<file path="config.mk">
export PLATFORM = sky130hd
export DESIGN_NAME = idcfg_regs
export DESIGN_NICKNAME = d
export VERILOG_FILES = /design/src/rtl/idcfg_regs.v
export VERILOG_INCLUDE_DIRS = /design/src /design/src/rtl
export SDC_FILE = /design/constraint.sdc
export NUM_CORES = 1
export LEC_CHECK = 0
export BUFFER_PORTS_ARGS = -buffer_cell sky130_fd_sc_hd__buf_2
export CORE_AREA = 3 3 74 76
export DETAILED_ROUTE_END_ITERATION = 16
export DIE_AREA = 0 0 77 79
export GPL_ROUTABILITY_DRIVEN = 0
export PLACE_DENSITY = 0.89
export SYNTH_ARGS = -nofsm -noshare
export SYNTH_HDL_FRONTEND = slang
export SYNTH_SLANG_ARGS = --single-unit
</file>
<file path="constraint.sdc">
create_clock -name sys_clk -period 6.7 [get_ports sys_clk]
set_clock_uncertainty 0.2 [all_clocks]
set_input_delay 0.67 -clock sys_clk [delete_from_list [all_inputs] [get_ports sys_clk]]
set_output_delay 0.67 -clock sys_clk [all_outputs]
set_load 0.05 [all_outputs]
</file>
<file path="src/rtl/idcfg_regs.vh">
`ifndef IDCFG_REGS_VH
`define IDCFG_REGS_VH
// Register indices as printed; byte address is four times the index
`define IDCFG_IDX_ID_LOW 8'h0D
`define IDCFG_IDX_ID_CHK 8'h0E
`define IDCFG_IDX_CONFIG 8'h10
`define IDCFG_ADDR_ID_LOW 12'h034
`define IDCFG_ADDR_ID_CHK 12'h038
`define IDCFG_ADDR_CONFIG 12'h040
// Configuration word fields
`define IDCFG_BIT_HARD_RST 7
`define IDCFG_BIT_ALIVE 6
`define IDCFG_BIT_ALU_TEST 5
`define IDCFG_BIT_WDOG_DIS 4
`define IDCFG_BIT_DBL_BUF 3
`define IDCFG_BIT_PEC_DIS 2
`define IDCFG_BIT_UNLOCK 1
`define IDCFG_BIT_SOFT_RST 0
`define IDCFG_RSV_HI 15
`define IDCFG_RSV_LO 8
`define IDCFG_CFG_RESET 16'h0002
`define IDCFG_CFG_WMASK 16'hFFFE
`define IDCFG_ID_MIN_ONES 5'h02
// Identity field positions
`define IDCFG_ID_LOW_HI 15
`define IDCFG_ID_LOW_LO 0
`define IDCFG_ID_MSB_HI 23
`define IDCFG_ID_MSB_LO 16
// Per-field reset values
`define IDCFG_RST_OFF 1'b0
`define IDCFG_RST_UNLOCK 1'b1
`endif

</file>
<file path="src/rtl/idcfg_regs.v">
// The APB register port is this design's own decision.
`timescale 1ns/100ps
// Function
// - Upper byte of identity word shows the 8-bit ROM checksum, read-only
// - Lower byte of identity word shows identifier bits 23:16, read-only
// - Identifier valid only with at least two bits set
// - Word below identity word returns identifier bits 15:0, read-only
// - Reserved config bits store and return written value, reset zero
// - Hard-reset bit pulls shutdown pin low; clearing it releases the pull
// - Alive-counter bit appends alive-counter byte to every packet
// - ALU test bit feeds test data into ALU instead of converter
// - Watchdog-disable stops watchdog, leaves timeout flag untouched
// - Double-buffer bit moves results at next acquisition start
// - Check-disable bit turns off packet checking; resets to zero
// - Unlock bit resets to one; only enumeration broadcast clears it
// - Writing one to bit 0 pulses soft reset; reads as zero
`include "idcfg_regs.vh"

module idcfg_regs #(
  parameter ID_W = 24
) (
  input wire sys_clk,
  input wire rstn,
  input wire psel,
  input wire penable,
  input wire pwrite,
  input wire [11:0] paddr,
  input wire [31:0] pwdata,
  output wire pready,
  output reg [31:0] prdata,
  output wire pslverr,
  input wire [7:0] rom_checksum,
  input wire [ID_W-1:0] factory_identifier,
  input wire enumeration_broadcast,
  output wire identifier_valid,
  output wire shutdown_pin_n_o,
  output wire shutdown_pin_n_oe,
  output wire alive_counter_en,
  output wire alu_test_en,
  output wire acq_watchdog_dis,
  output wire double_buffer_en,
  output wire packet_check_dis,
  output wire address_lock_release,
  output wire soft_reset_trigger
);

////////////////////////////////////////////////////////////////////////////////
// Bus decode
localparam RSV_W = `IDCFG_RSV_HI - `IDCFG_RSV_LO + 1;

wire acc;
wire wr;
wire rd_setup;
wire hit_low;
wire hit_chk;
wire hit_cfg;
wire hit_any;
wire wr_cfg;

assign acc = psel & penable;
assign wr = acc & pwrite;
assign rd_setup = psel & ~penable & ~pwrite;
assign hit_low = (paddr == `IDCFG_ADDR_ID_LOW);
assign hit_chk = (paddr == `IDCFG_ADDR_ID_CHK);
assign hit_cfg = (paddr == `IDCFG_ADDR_CONFIG);
assign hit_any = hit_low | hit_chk | hit_cfg;
assign wr_cfg = wr & hit_cfg;

// Zero wait states; unmapped addresses flag an error
assign pready = 1'b1;
assign pslverr = acc & ~hit_any;

////////////////////////////////////////////////////////////////////////////////
// Population count as an adder chain, one stage per identifier bit
wire [4:0] ones_acc [0:ID_W];
genvar g;

assign ones_acc[0] = 5'h00;

generate
  for (g = 0; g < ID_W; g = g + 1) begin : g_pop
    assign ones_acc[g + 1] = ones_acc[g] + {4'h0, factory_identifier[g]};
  end
endgenerate

assign identifier_valid = (ones_acc[ID_W] >= `IDCFG_ID_MIN_ONES);

////////////////////////////////////////////////////////////////////////////////
// Identity words come straight from fuses, so writes cannot touch them
wire [15:0] id_low_word;
wire [15:0] id_chk_word;

assign id_low_word = factory_identifier[`IDCFG_ID_LOW_HI:`IDCFG_ID_LOW_LO];
assign id_chk_word[15:8] = rom_checksum;
assign id_chk_word[7:0] = factory_identifier[`IDCFG_ID_MSB_HI:`IDCFG_ID_MSB_LO];

////////////////////////////////////////////////////////////////////////////////
// Hard-reset request
reg hard_rst_ff;
reg nxt_hard_rst;

always @* begin
  nxt_hard_rst = hard_rst_ff;
  if (wr_cfg) begin
    nxt_hard_rst = pwdata[`IDCFG_BIT_HARD_RST];
  end
end

always @(posedge sys_clk or negedge rstn) begin
  if (!rstn) begin
    hard_rst_ff <= `IDCFG_RST_OFF;
  end else begin
    hard_rst_ff <= nxt_hard_rst;
  end
end

////////////////////////////////////////////////////////////////////////////////
// Alive-counter enable
reg alive_ff;
reg nxt_alive;

always @* begin
  nxt_alive = alive_ff;
  if (wr_cfg) begin
    nxt_alive = pwdata[`IDCFG_BIT_ALIVE];
  end
end

always @(posedge sys_clk or negedge rstn) begin
  if (!rstn) begin
    alive_ff <= `IDCFG_RST_OFF;
  end else begin
    alive_ff <= nxt_alive;
  end
end

////////////////////////////////////////////////////////////////////////////////
// ALU test enable
reg alu_test_ff;
reg nxt_alu_test;

always @* begin
  nxt_alu_test = alu_test_ff;
  if (wr_cfg) begin
    nxt_alu_test = pwdata[`IDCFG_BIT_ALU_TEST];
  end
end

always @(posedge sys_clk or negedge rstn) begin
  if (!rstn) begin
    alu_test_ff <= `IDCFG_RST_OFF;
  end else begin
    alu_test_ff <= nxt_alu_test;
  end
end

////////////////////////////////////////////////////////////////////////////////
// Watchdog disable; the timeout flag is held elsewhere and never cleared here
reg wdog_dis_ff;
reg nxt_wdog_dis;

always @* begin
  nxt_wdog_dis = wdog_dis_ff;
  if (wr_cfg) begin
    nxt_wdog_dis = pwdata[`IDCFG_BIT_WDOG_DIS];
  end
end

always @(posedge sys_clk or negedge rstn) begin
  if (!rstn) begin
    wdog_dis_ff <= `IDCFG_RST_OFF;
  end else begin
    wdog_dis_ff <= nxt_wdog_dis;
  end
end

////////////////////////////////////////////////////////////////////////////////
// Double-buffer enable
reg dbl_buf_ff;
reg nxt_dbl_buf;

always @* begin
  nxt_dbl_buf = dbl_buf_ff;
  if (wr_cfg) begin
    nxt_dbl_buf = pwdata[`IDCFG_BIT_DBL_BUF];
  end
end

always @(posedge sys_clk or negedge rstn) begin
  if (!rstn) begin
    dbl_buf_ff <= `IDCFG_RST_OFF;
  end else begin
    dbl_buf_ff <= nxt_dbl_buf;
  end
end

////////////////////////////////////////////////////////////////////////////////
// Packet-check disable; checking stays on after reset
reg pec_dis_ff;
reg nxt_pec_dis;

always @* begin
  nxt_pec_dis = pec_dis_ff;
  if (wr_cfg) begin
    nxt_pec_dis = pwdata[`IDCFG_BIT_PEC_DIS];
  end
end

always @(posedge sys_clk or negedge rstn) begin
  if (!rstn) begin
    pec_dis_ff <= `IDCFG_RST_OFF;
  end else begin
    pec_dis_ff <= nxt_pec_dis;
  end
end

////////////////////////////////////////////////////////////////////////////////
// Address unlock; host writes leave it alone, so a stray write cannot unlock it again
reg unlock_ff;
reg nxt_unlock;

always @* begin
  nxt_unlock = unlock_ff;
  if (enumeration_broadcast) begin
    nxt_unlock = 1'b0;
  end
end

always @(posedge sys_clk or negedge rstn) begin
  if (!rstn) begin
    unlock_ff <= `IDCFG_RST_UNLOCK;
  end else begin
    unlock_ff <= nxt_unlock;
  end
end

////////////////////////////////////////////////////////////////////////////////
// Reserved bits are plain storage
wire [RSV_W-1:0] rsv_q;
genvar r;

generate
  for (r = 0; r < RSV_W; r = r + 1) begin : g_rsv
    reg bit_ff;
    always @(posedge sys_clk or negedge rstn) begin
      if (!rstn) begin
        bit_ff <= `IDCFG_RST_OFF;
      end else if (wr_cfg) begin
        bit_ff <= pwdata[`IDCFG_RSV_LO + r];
      end
    end
    assign rsv_q[r] = bit_ff;
  end
endgenerate

////////////////////////////////////////////////////////////////////////////////
// Soft reset; a one-cycle pulse, never stored
reg soft_reset_trigger_ff;
reg nxt_soft_reset_trigger;

always @* begin
  nxt_soft_reset_trigger = 1'b0;
  if (wr_cfg) begin
    nxt_soft_reset_trigger = pwdata[`IDCFG_BIT_SOFT_RST];
  end
end

always @(posedge sys_clk or negedge rstn) begin
  if (!rstn) begin
    soft_reset_trigger_ff <= 1'b0;
  end else begin
    soft_reset_trigger_ff <= nxt_soft_reset_trigger;
  end
end

////////////////////////////////////////////////////////////////////////////////
// Configuration word as seen by reads
wire [15:0] cfg_word;

assign cfg_word[`IDCFG_RSV_HI:`IDCFG_RSV_LO] = rsv_q;
assign cfg_word[`IDCFG_BIT_HARD_RST] = hard_rst_ff;
assign cfg_word[`IDCFG_BIT_ALIVE] = alive_ff;
assign cfg_word[`IDCFG_BIT_ALU_TEST] = alu_test_ff;
assign cfg_word[`IDCFG_BIT_WDOG_DIS] = wdog_dis_ff;
assign cfg_word[`IDCFG_BIT_DBL_BUF] = dbl_buf_ff;
assign cfg_word[`IDCFG_BIT_PEC_DIS] = pec_dis_ff;
assign cfg_word[`IDCFG_BIT_UNLOCK] = unlock_ff;
assign cfg_word[`IDCFG_BIT_SOFT_RST] = 1'b0;

////////////////////////////////////////////////////////////////////////////////
// Read mux; upper half of the bus word always reads zero
reg [31:0] nxt_rdata;

always @* begin
  nxt_rdata = 32'h00000000;
  if (hit_low) begin
    nxt_rdata[15:0] = id_low_word;
  end else if (hit_chk) begin
    nxt_rdata[15:0] = id_chk_word;
  end else if (hit_cfg) begin
    nxt_rdata[15:0] = cfg_word;
  end
end

// Captured in the setup cycle so the access phase needs no wait state
always @(posedge sys_clk or negedge rstn) begin
  if (!rstn) begin
    prdata <= 32'h00000000;
  end else if (rd_setup) begin
    prdata <= nxt_rdata;
  end
end

////////////////////////////////////////////////////////////////////////////////
// Open-drain pull-down; clearing the bit or a reset releases it
assign shutdown_pin_n_o = 1'b0;
assign shutdown_pin_n_oe = hard_rst_ff;
assign alive_counter_en = alive_ff;
assign alu_test_en = alu_test_ff;
assign acq_watchdog_dis = wdog_dis_ff;
assign double_buffer_en = dbl_buf_ff;
assign packet_check_dis = pec_dis_ff;
assign address_lock_release = unlock_ff;
assign soft_reset_trigger = soft_reset_trigger_ff;

endmodule

</file>
* Word-level counts from Yosys, hierarchy flattened
Index checks and enable logic that the tools add are counted.
Storage, ports and cells: input port bits 82, register bits after elaboration 32, output and inout port bits 44
Cells by class: add/subtract/negate cells 23, $lt $le $gt $ge 1, equality and inequality tests 3, bitwise operators 11, multiplexer cells 4
Operators by type and width (count):
- 5-bit by 1-bit adder with 5-bit output | 19
- 16-bit two-way mux | 3
- 12-bit by 6-bit equality test with 1-bit output (second input constant) | 2
- 12-bit by 7-bit equality test with 1-bit output (second input constant) | 1
- 1-bit bitwise AND | 6
- 4-bit by 1-bit adder with 5-bit output | 1
- 5-bit by 2-bit greater-or-equal comparator with 1-bit output (second input constant) | 1
- 3-bit by 1-bit adder with 4-bit output | 1
- 2-bit by 1-bit adder with 3-bit output | 1
- 1-bit NOT | 3
- 1-bit by 1-bit adder with 2-bit output | 1
- 1-bit bitwise OR | 2
- 1-bit two-way mux | 1

* Logic depth before layout (Yosys ltp)
depth after elaboration 24, gate-level depth with buffers 14, gate-level depth less buffers 14

* Worst setup path after synthesis
Ideal clock, no wire load.
path type input to output, start point input port factory_identifier[0], end point output port identifier_valid, path slack 1.448 ns, data required time 5.830 ns, cell stages on the path 11, arrival 4.382 ns, buffers on the path 0, path through inv_1 > fa_1 > fa_1 > fa_1 > fa_1 > fa_1 > inv_1 > ha_1 > fa_1 > nor4_1 > nand2_1
On the way: word-level cells in the longest chain between the ends 24
Ends and longest elaborated chain:
- from (decl) | line idcfg_regs.v:33 | input wire [ID_W-1:0] factory_identifier,
- 1-bit by 1-bit adder with 2-bit output | line idcfg_regs.v:82 | assign ones_acc[g + 1] = ones_acc[g] + {4'h0, factory_identifier[g]};
- 2-bit by 1-bit adder with 3-bit output | line idcfg_regs.v:82
- 3-bit by 1-bit adder with 4-bit output | line idcfg_regs.v:82
- 4-bit by 1-bit adder with 5-bit output | line idcfg_regs.v:82
- 5-bit by 1-bit adder with 5-bit output (19 in series) | line idcfg_regs.v:82
- 5-bit by 2-bit greater-or-equal comparator with 1-bit output (no source line)
- to (decl) | line idcfg_regs.v:35 | output wire identifier_valid,
No other way between the ends.

* Worst setup path in the final report
Same ends and word-level chain as after synthesis.

==> implementation parameters <==
Parameter                              Value

Power and ir drop
  Switching power share of the total ... 0.3793
  Peak supply drop ... 0.0002255 V
  Total power divided by cell area ... 231.8 nW/um^2
  Lkg Pwr ... 1.566 nW
  Clock group share of total power ... 0.275
  Combinational Power Share ... 0.435
  Psw ... 0.2523 mW
  Internal power summed over all cells ... about 0.41 mW
  Sequential share of power ... 0.291

GRT
  Largest net degree at the start of global routing ... 33
  First-pass GRT wire length ... 10.25 mm
  Vias in the first global route ... 2,157
  Remaining Overflow, GRT ... 0
  Number of antenna violations at the first check in global routing ... 0
  Total routing usage reported by global routing ... 0.2150

Timing
  Minimum clock period ... 5497 ps
  Actual slew at the worst max-slew pin ... between 800 and 900 ps
  Setup tns final ... 0 ps
  Final number of setup-violating endpoints ... 0
  Final Max Slew Viols ... 0
  Worst hold margin ... 243.5 ps
  Crit path setup slack, layout ... ~1200 ps
  Fraction of the cycle the final worst path needs ... 0.8204
  Hold violation total from the final report ... 0
  Tightest slew margin relative to the limit ... 0.4220
  Setup repair after global routing missed its margin ... no
  Top achievable clock speed ... 181.9 MHz

Critical path
  Data arrival time at the worst-slack endpoint ... 4630 ps
  Capturing element type of the critical path ... output pin
  Endpoint of the worst-slack reg-to-reg timing path ... g_rsv[7].bit_ff
  Critical path data required time ... roughly 6000 ps
  Startpoint class of the critical path ... input pin
  Timing startpoint of the critical path ... factory_identifier[0]
  Slack of the worst reg-to-reg path ... 5670 ps
  Worst setup endpoint ... identifier_valid
  RR Startpoint ... g_rsv[7].bit_ff
  Path depth of the worst reg2reg path ... 1
  Maximum net fanout on the critical path ... 2
  CP Class ... in2out

Route
  Final antenna-violating net count ... 0
  Post-detailed-route wirelength per cell ... approximately 16 um
  DRT Wirelength ... about 6 mm
  DRC violation total after the first TritonRoute iteration ... 68
  Number of DRC violations after detailed routing ... 0
  Avg Vias per Cell ... 5.015
  Vias after detailed routing ... 1,991
  Number of search-and-repair iterations in the first detailed-routing pass ... 4

Final layout
  Fraction of layout instances using a drive strength above 1 ... 0.3303
  Final net count ... 434
  Share of the core filled with cells ... 0.5995
  N_diodes ... 0
  Layout overhead on the synthesized area ... 22.82%
  Count of placed standard cells in the final layout, fillers left out ... 397

Logic synthesis
  Mean post-synth cell area ... ~9.6 um^2
  Post-synthesis sequential element count ... 32
  Most common cell in the synthesized netlist ... sky130_fd_sc_hd__inv_1
  Post-synth ARST share ... 1.000
  Leading cell types by count after synthesis ... sky130_fd_sc_hd__inv_1 (38), sky130_fd_sc_hd__dfrtp_1 (31), sky130_fd_sc_hd__o21ai_0 (28)
  Count of flip-flops with a built-in enable after synthesis ... 0
  Total standard cell area after synthesis ... ~2300 um^2
  Leading area contributor after synthesis ... sky130_fd_sc_hd__dfrtp_1
  Leading post-synthesis cells by cell area ... sky130_fd_sc_hd__dfrtp_1 (33%), sky130_fd_sc_hd__fa_1 (15%), sky130_fd_sc_hd__buf_4 (6.1%), sky130_fd_sc_hd__inv_1 (6.1%), sky130_fd_sc_hd__o21ai_0 (6.0%)
  Area share of the largest cell type after synthesis ... 0.3321
  Share of the yosys chip area belonging to registers ... 0.3433
  Cell variety after synth ... 37
  Top flip-flop cell by instance count after synthesis ... sky130_fd_sc_hd__dfrtp_1
  Number of cells produced by synthesis ... 243
  Total number of yosys warnings ... 0

Run
  Max capacitance violation total ... 0

Clock network
  Latest clock arrival within the worst-skew pair ... 280 ps
  Number of buffers added by the clock tree synthesis step ... 5
  H-tree depth reported by CTS ... 2
  Number of buffers inserted by post-CTS setup repair ... 0
  Post-cts resize count ... 0
  Clock slew at the register clock pins of the worst setup and hold paths ... around 70 ps
  Deepest clock path buffer count ... 2
  Number of sinks on the clock net ... 32
  Clock tree from TritonCTS ... built
  Clock Root Buffer ... sky130_fd_sc_hd__clkbuf_8
  CTS Hold Bufs ... 0

Floorplan
  Die area ... 6083 um^2
  Num rows ... 25
  Chip height ... 79 um
  Area of the core region ... 4786 um^2
  Top Ports ... 126
  Starting density of the core ... 0.4881
  Die boundary width ... 77 um

Placed design
  Count of placed standard cells including taps ... ~390
  Number of I/O port buffers ... 90
  Setup slack at placement ... 1198 ps
  DP Wirelength ... around 4.8 mm

Status
  Run status ... complete, no violations

Worst hold path
  Min-Delay Path Class ... in2async
[power by group through the flow]
| stage | clock network (mW) | registers (mW) | logic, mW |
|---|---|---|---|
| finish | 0.183 | 0.193 | 0.289 |
| global route | 0.199 | 0.193 | 0.335 |
| CTS | 0.187 | 0.193 | 0.293 |
| detailed placement | 0 | 0.197 | 0.287 |
| global placement | 0 | 0.197 | 0.271 |
| floorplan | 0 | 0.197 | 0.218 |
[cells by family (layout without fill, tap and decap cells)]
family,Yosys count,in the layout,synth area share
buffers and inverters,68,139,0.1430
AOI/OAI and AO/OA,65,65,0.1682
and+or+nand+nor,39,39,0.09695
DFF,32,32,0.3433
adders and majority gates,23,23,0.1778
muxes,14,14,0.06749
other,2,18,0.003215
[worst max-delay path, cell delays in order]
cell and delay (ps):
sky130_fd_sc_hd__buf_2 100, sky130_fd_sc_hd__inv_1 60, sky130_fd_sc_hd__fa_1 580, sky130_fd_sc_hd__fa_1 450, sky130_fd_sc_hd__fa_1 550, sky130_fd_sc_hd__fa_1 440, sky130_fd_sc_hd__fa_1 500, sky130_fd_sc_hd__inv_1 50
sky130_fd_sc_hd__ha_1 200, sky130_fd_sc_hd__fa_1 440, sky130_fd_sc_hd__nor4_1 300, sky130_fd_sc_hd__nand2_1 90, sky130_fd_sc_hd__buf_2 210
[layer usage]
layer / vias to the layer above / GRT usage / routed length [um]
li1: 944 / - / -
met1: 946 / 0.2465 / 2291
met2: 88 / 0.3929 / 3228
met3: 13 / 0.04535 / 514
met4: 0 / 0.08363 / 137
met5: - / 0 / 0
[cells in the final DEF (no fill, tap or decap), drive strengths merged]
cell type	n
buf	93
inv	38
dfrtp	31
o21ai	30
nand2	18
conb	18
fa	17
a21oi	16
a2bb2oi	14
mux2	14
ha	6
clkbuf	6
nor2	3
nor2b	3
nand3	2
nor3	2
nor4	2
or4	1
or4b	1
o21bai	1
and3	1
and4	1
nand4	1
or3b	1
nor4b	1
and4b	1
a22o	1
o31ai	1
a22oi	1
nand2b	1
a32oi	1
dfstp	1
bufinv	1
clkinv	1
[sequential cells by signal, indices dropped and copies added (netlist names)]
| signal | cells |
|---|---|
| alu_test_en | 1 |
| double_buffer_en | 1 |
| address_lock_release | 1 |
| acq_watchdog_dis | 1 |
| alive_counter_en | 1 |
| prdata | 16 |
| soft_reset_trigger | 1 |
| packet_check_dis | 1 |
| g_rsv.bit_ff | 8 |
| shutdown_pin_n_oe | 1 |
[layout make-up]
class	count	area, um^2
clock buffers	6	72.57
clock inverters	2	35.03
fillers	446	1917
inverters	38	142.6
multi-input cells	159	1260
flip-flops and latches	32	802.0
well taps	67	83.83
repair buffers	93	473.0
[stage by stage]
stage                     total power, mW  area (um^2)
after detailed placement           0.4841         2761
after global routing               0.7272         2869
final                              0.6651         2869
after CTS                          0.6734         2869
after floorplan                    0.4157         2396
after global placement             0.4685         2761
[worst min-delay path by stage]
stage / start / to / slack (ps)
after floorplan: rstn / acq_watchdog_dis / 170
after global placement: prdata[10] / prdata[10] / 260
after detailed placement: prdata[5] / prdata[5] / 270
after CTS: rstn / alu_test_en / 260
after global routing: rstn / g_rsv[3].bit_ff / 290
final: rstn / prdata[13] / 240
Power figures use the tool's default switching activity.
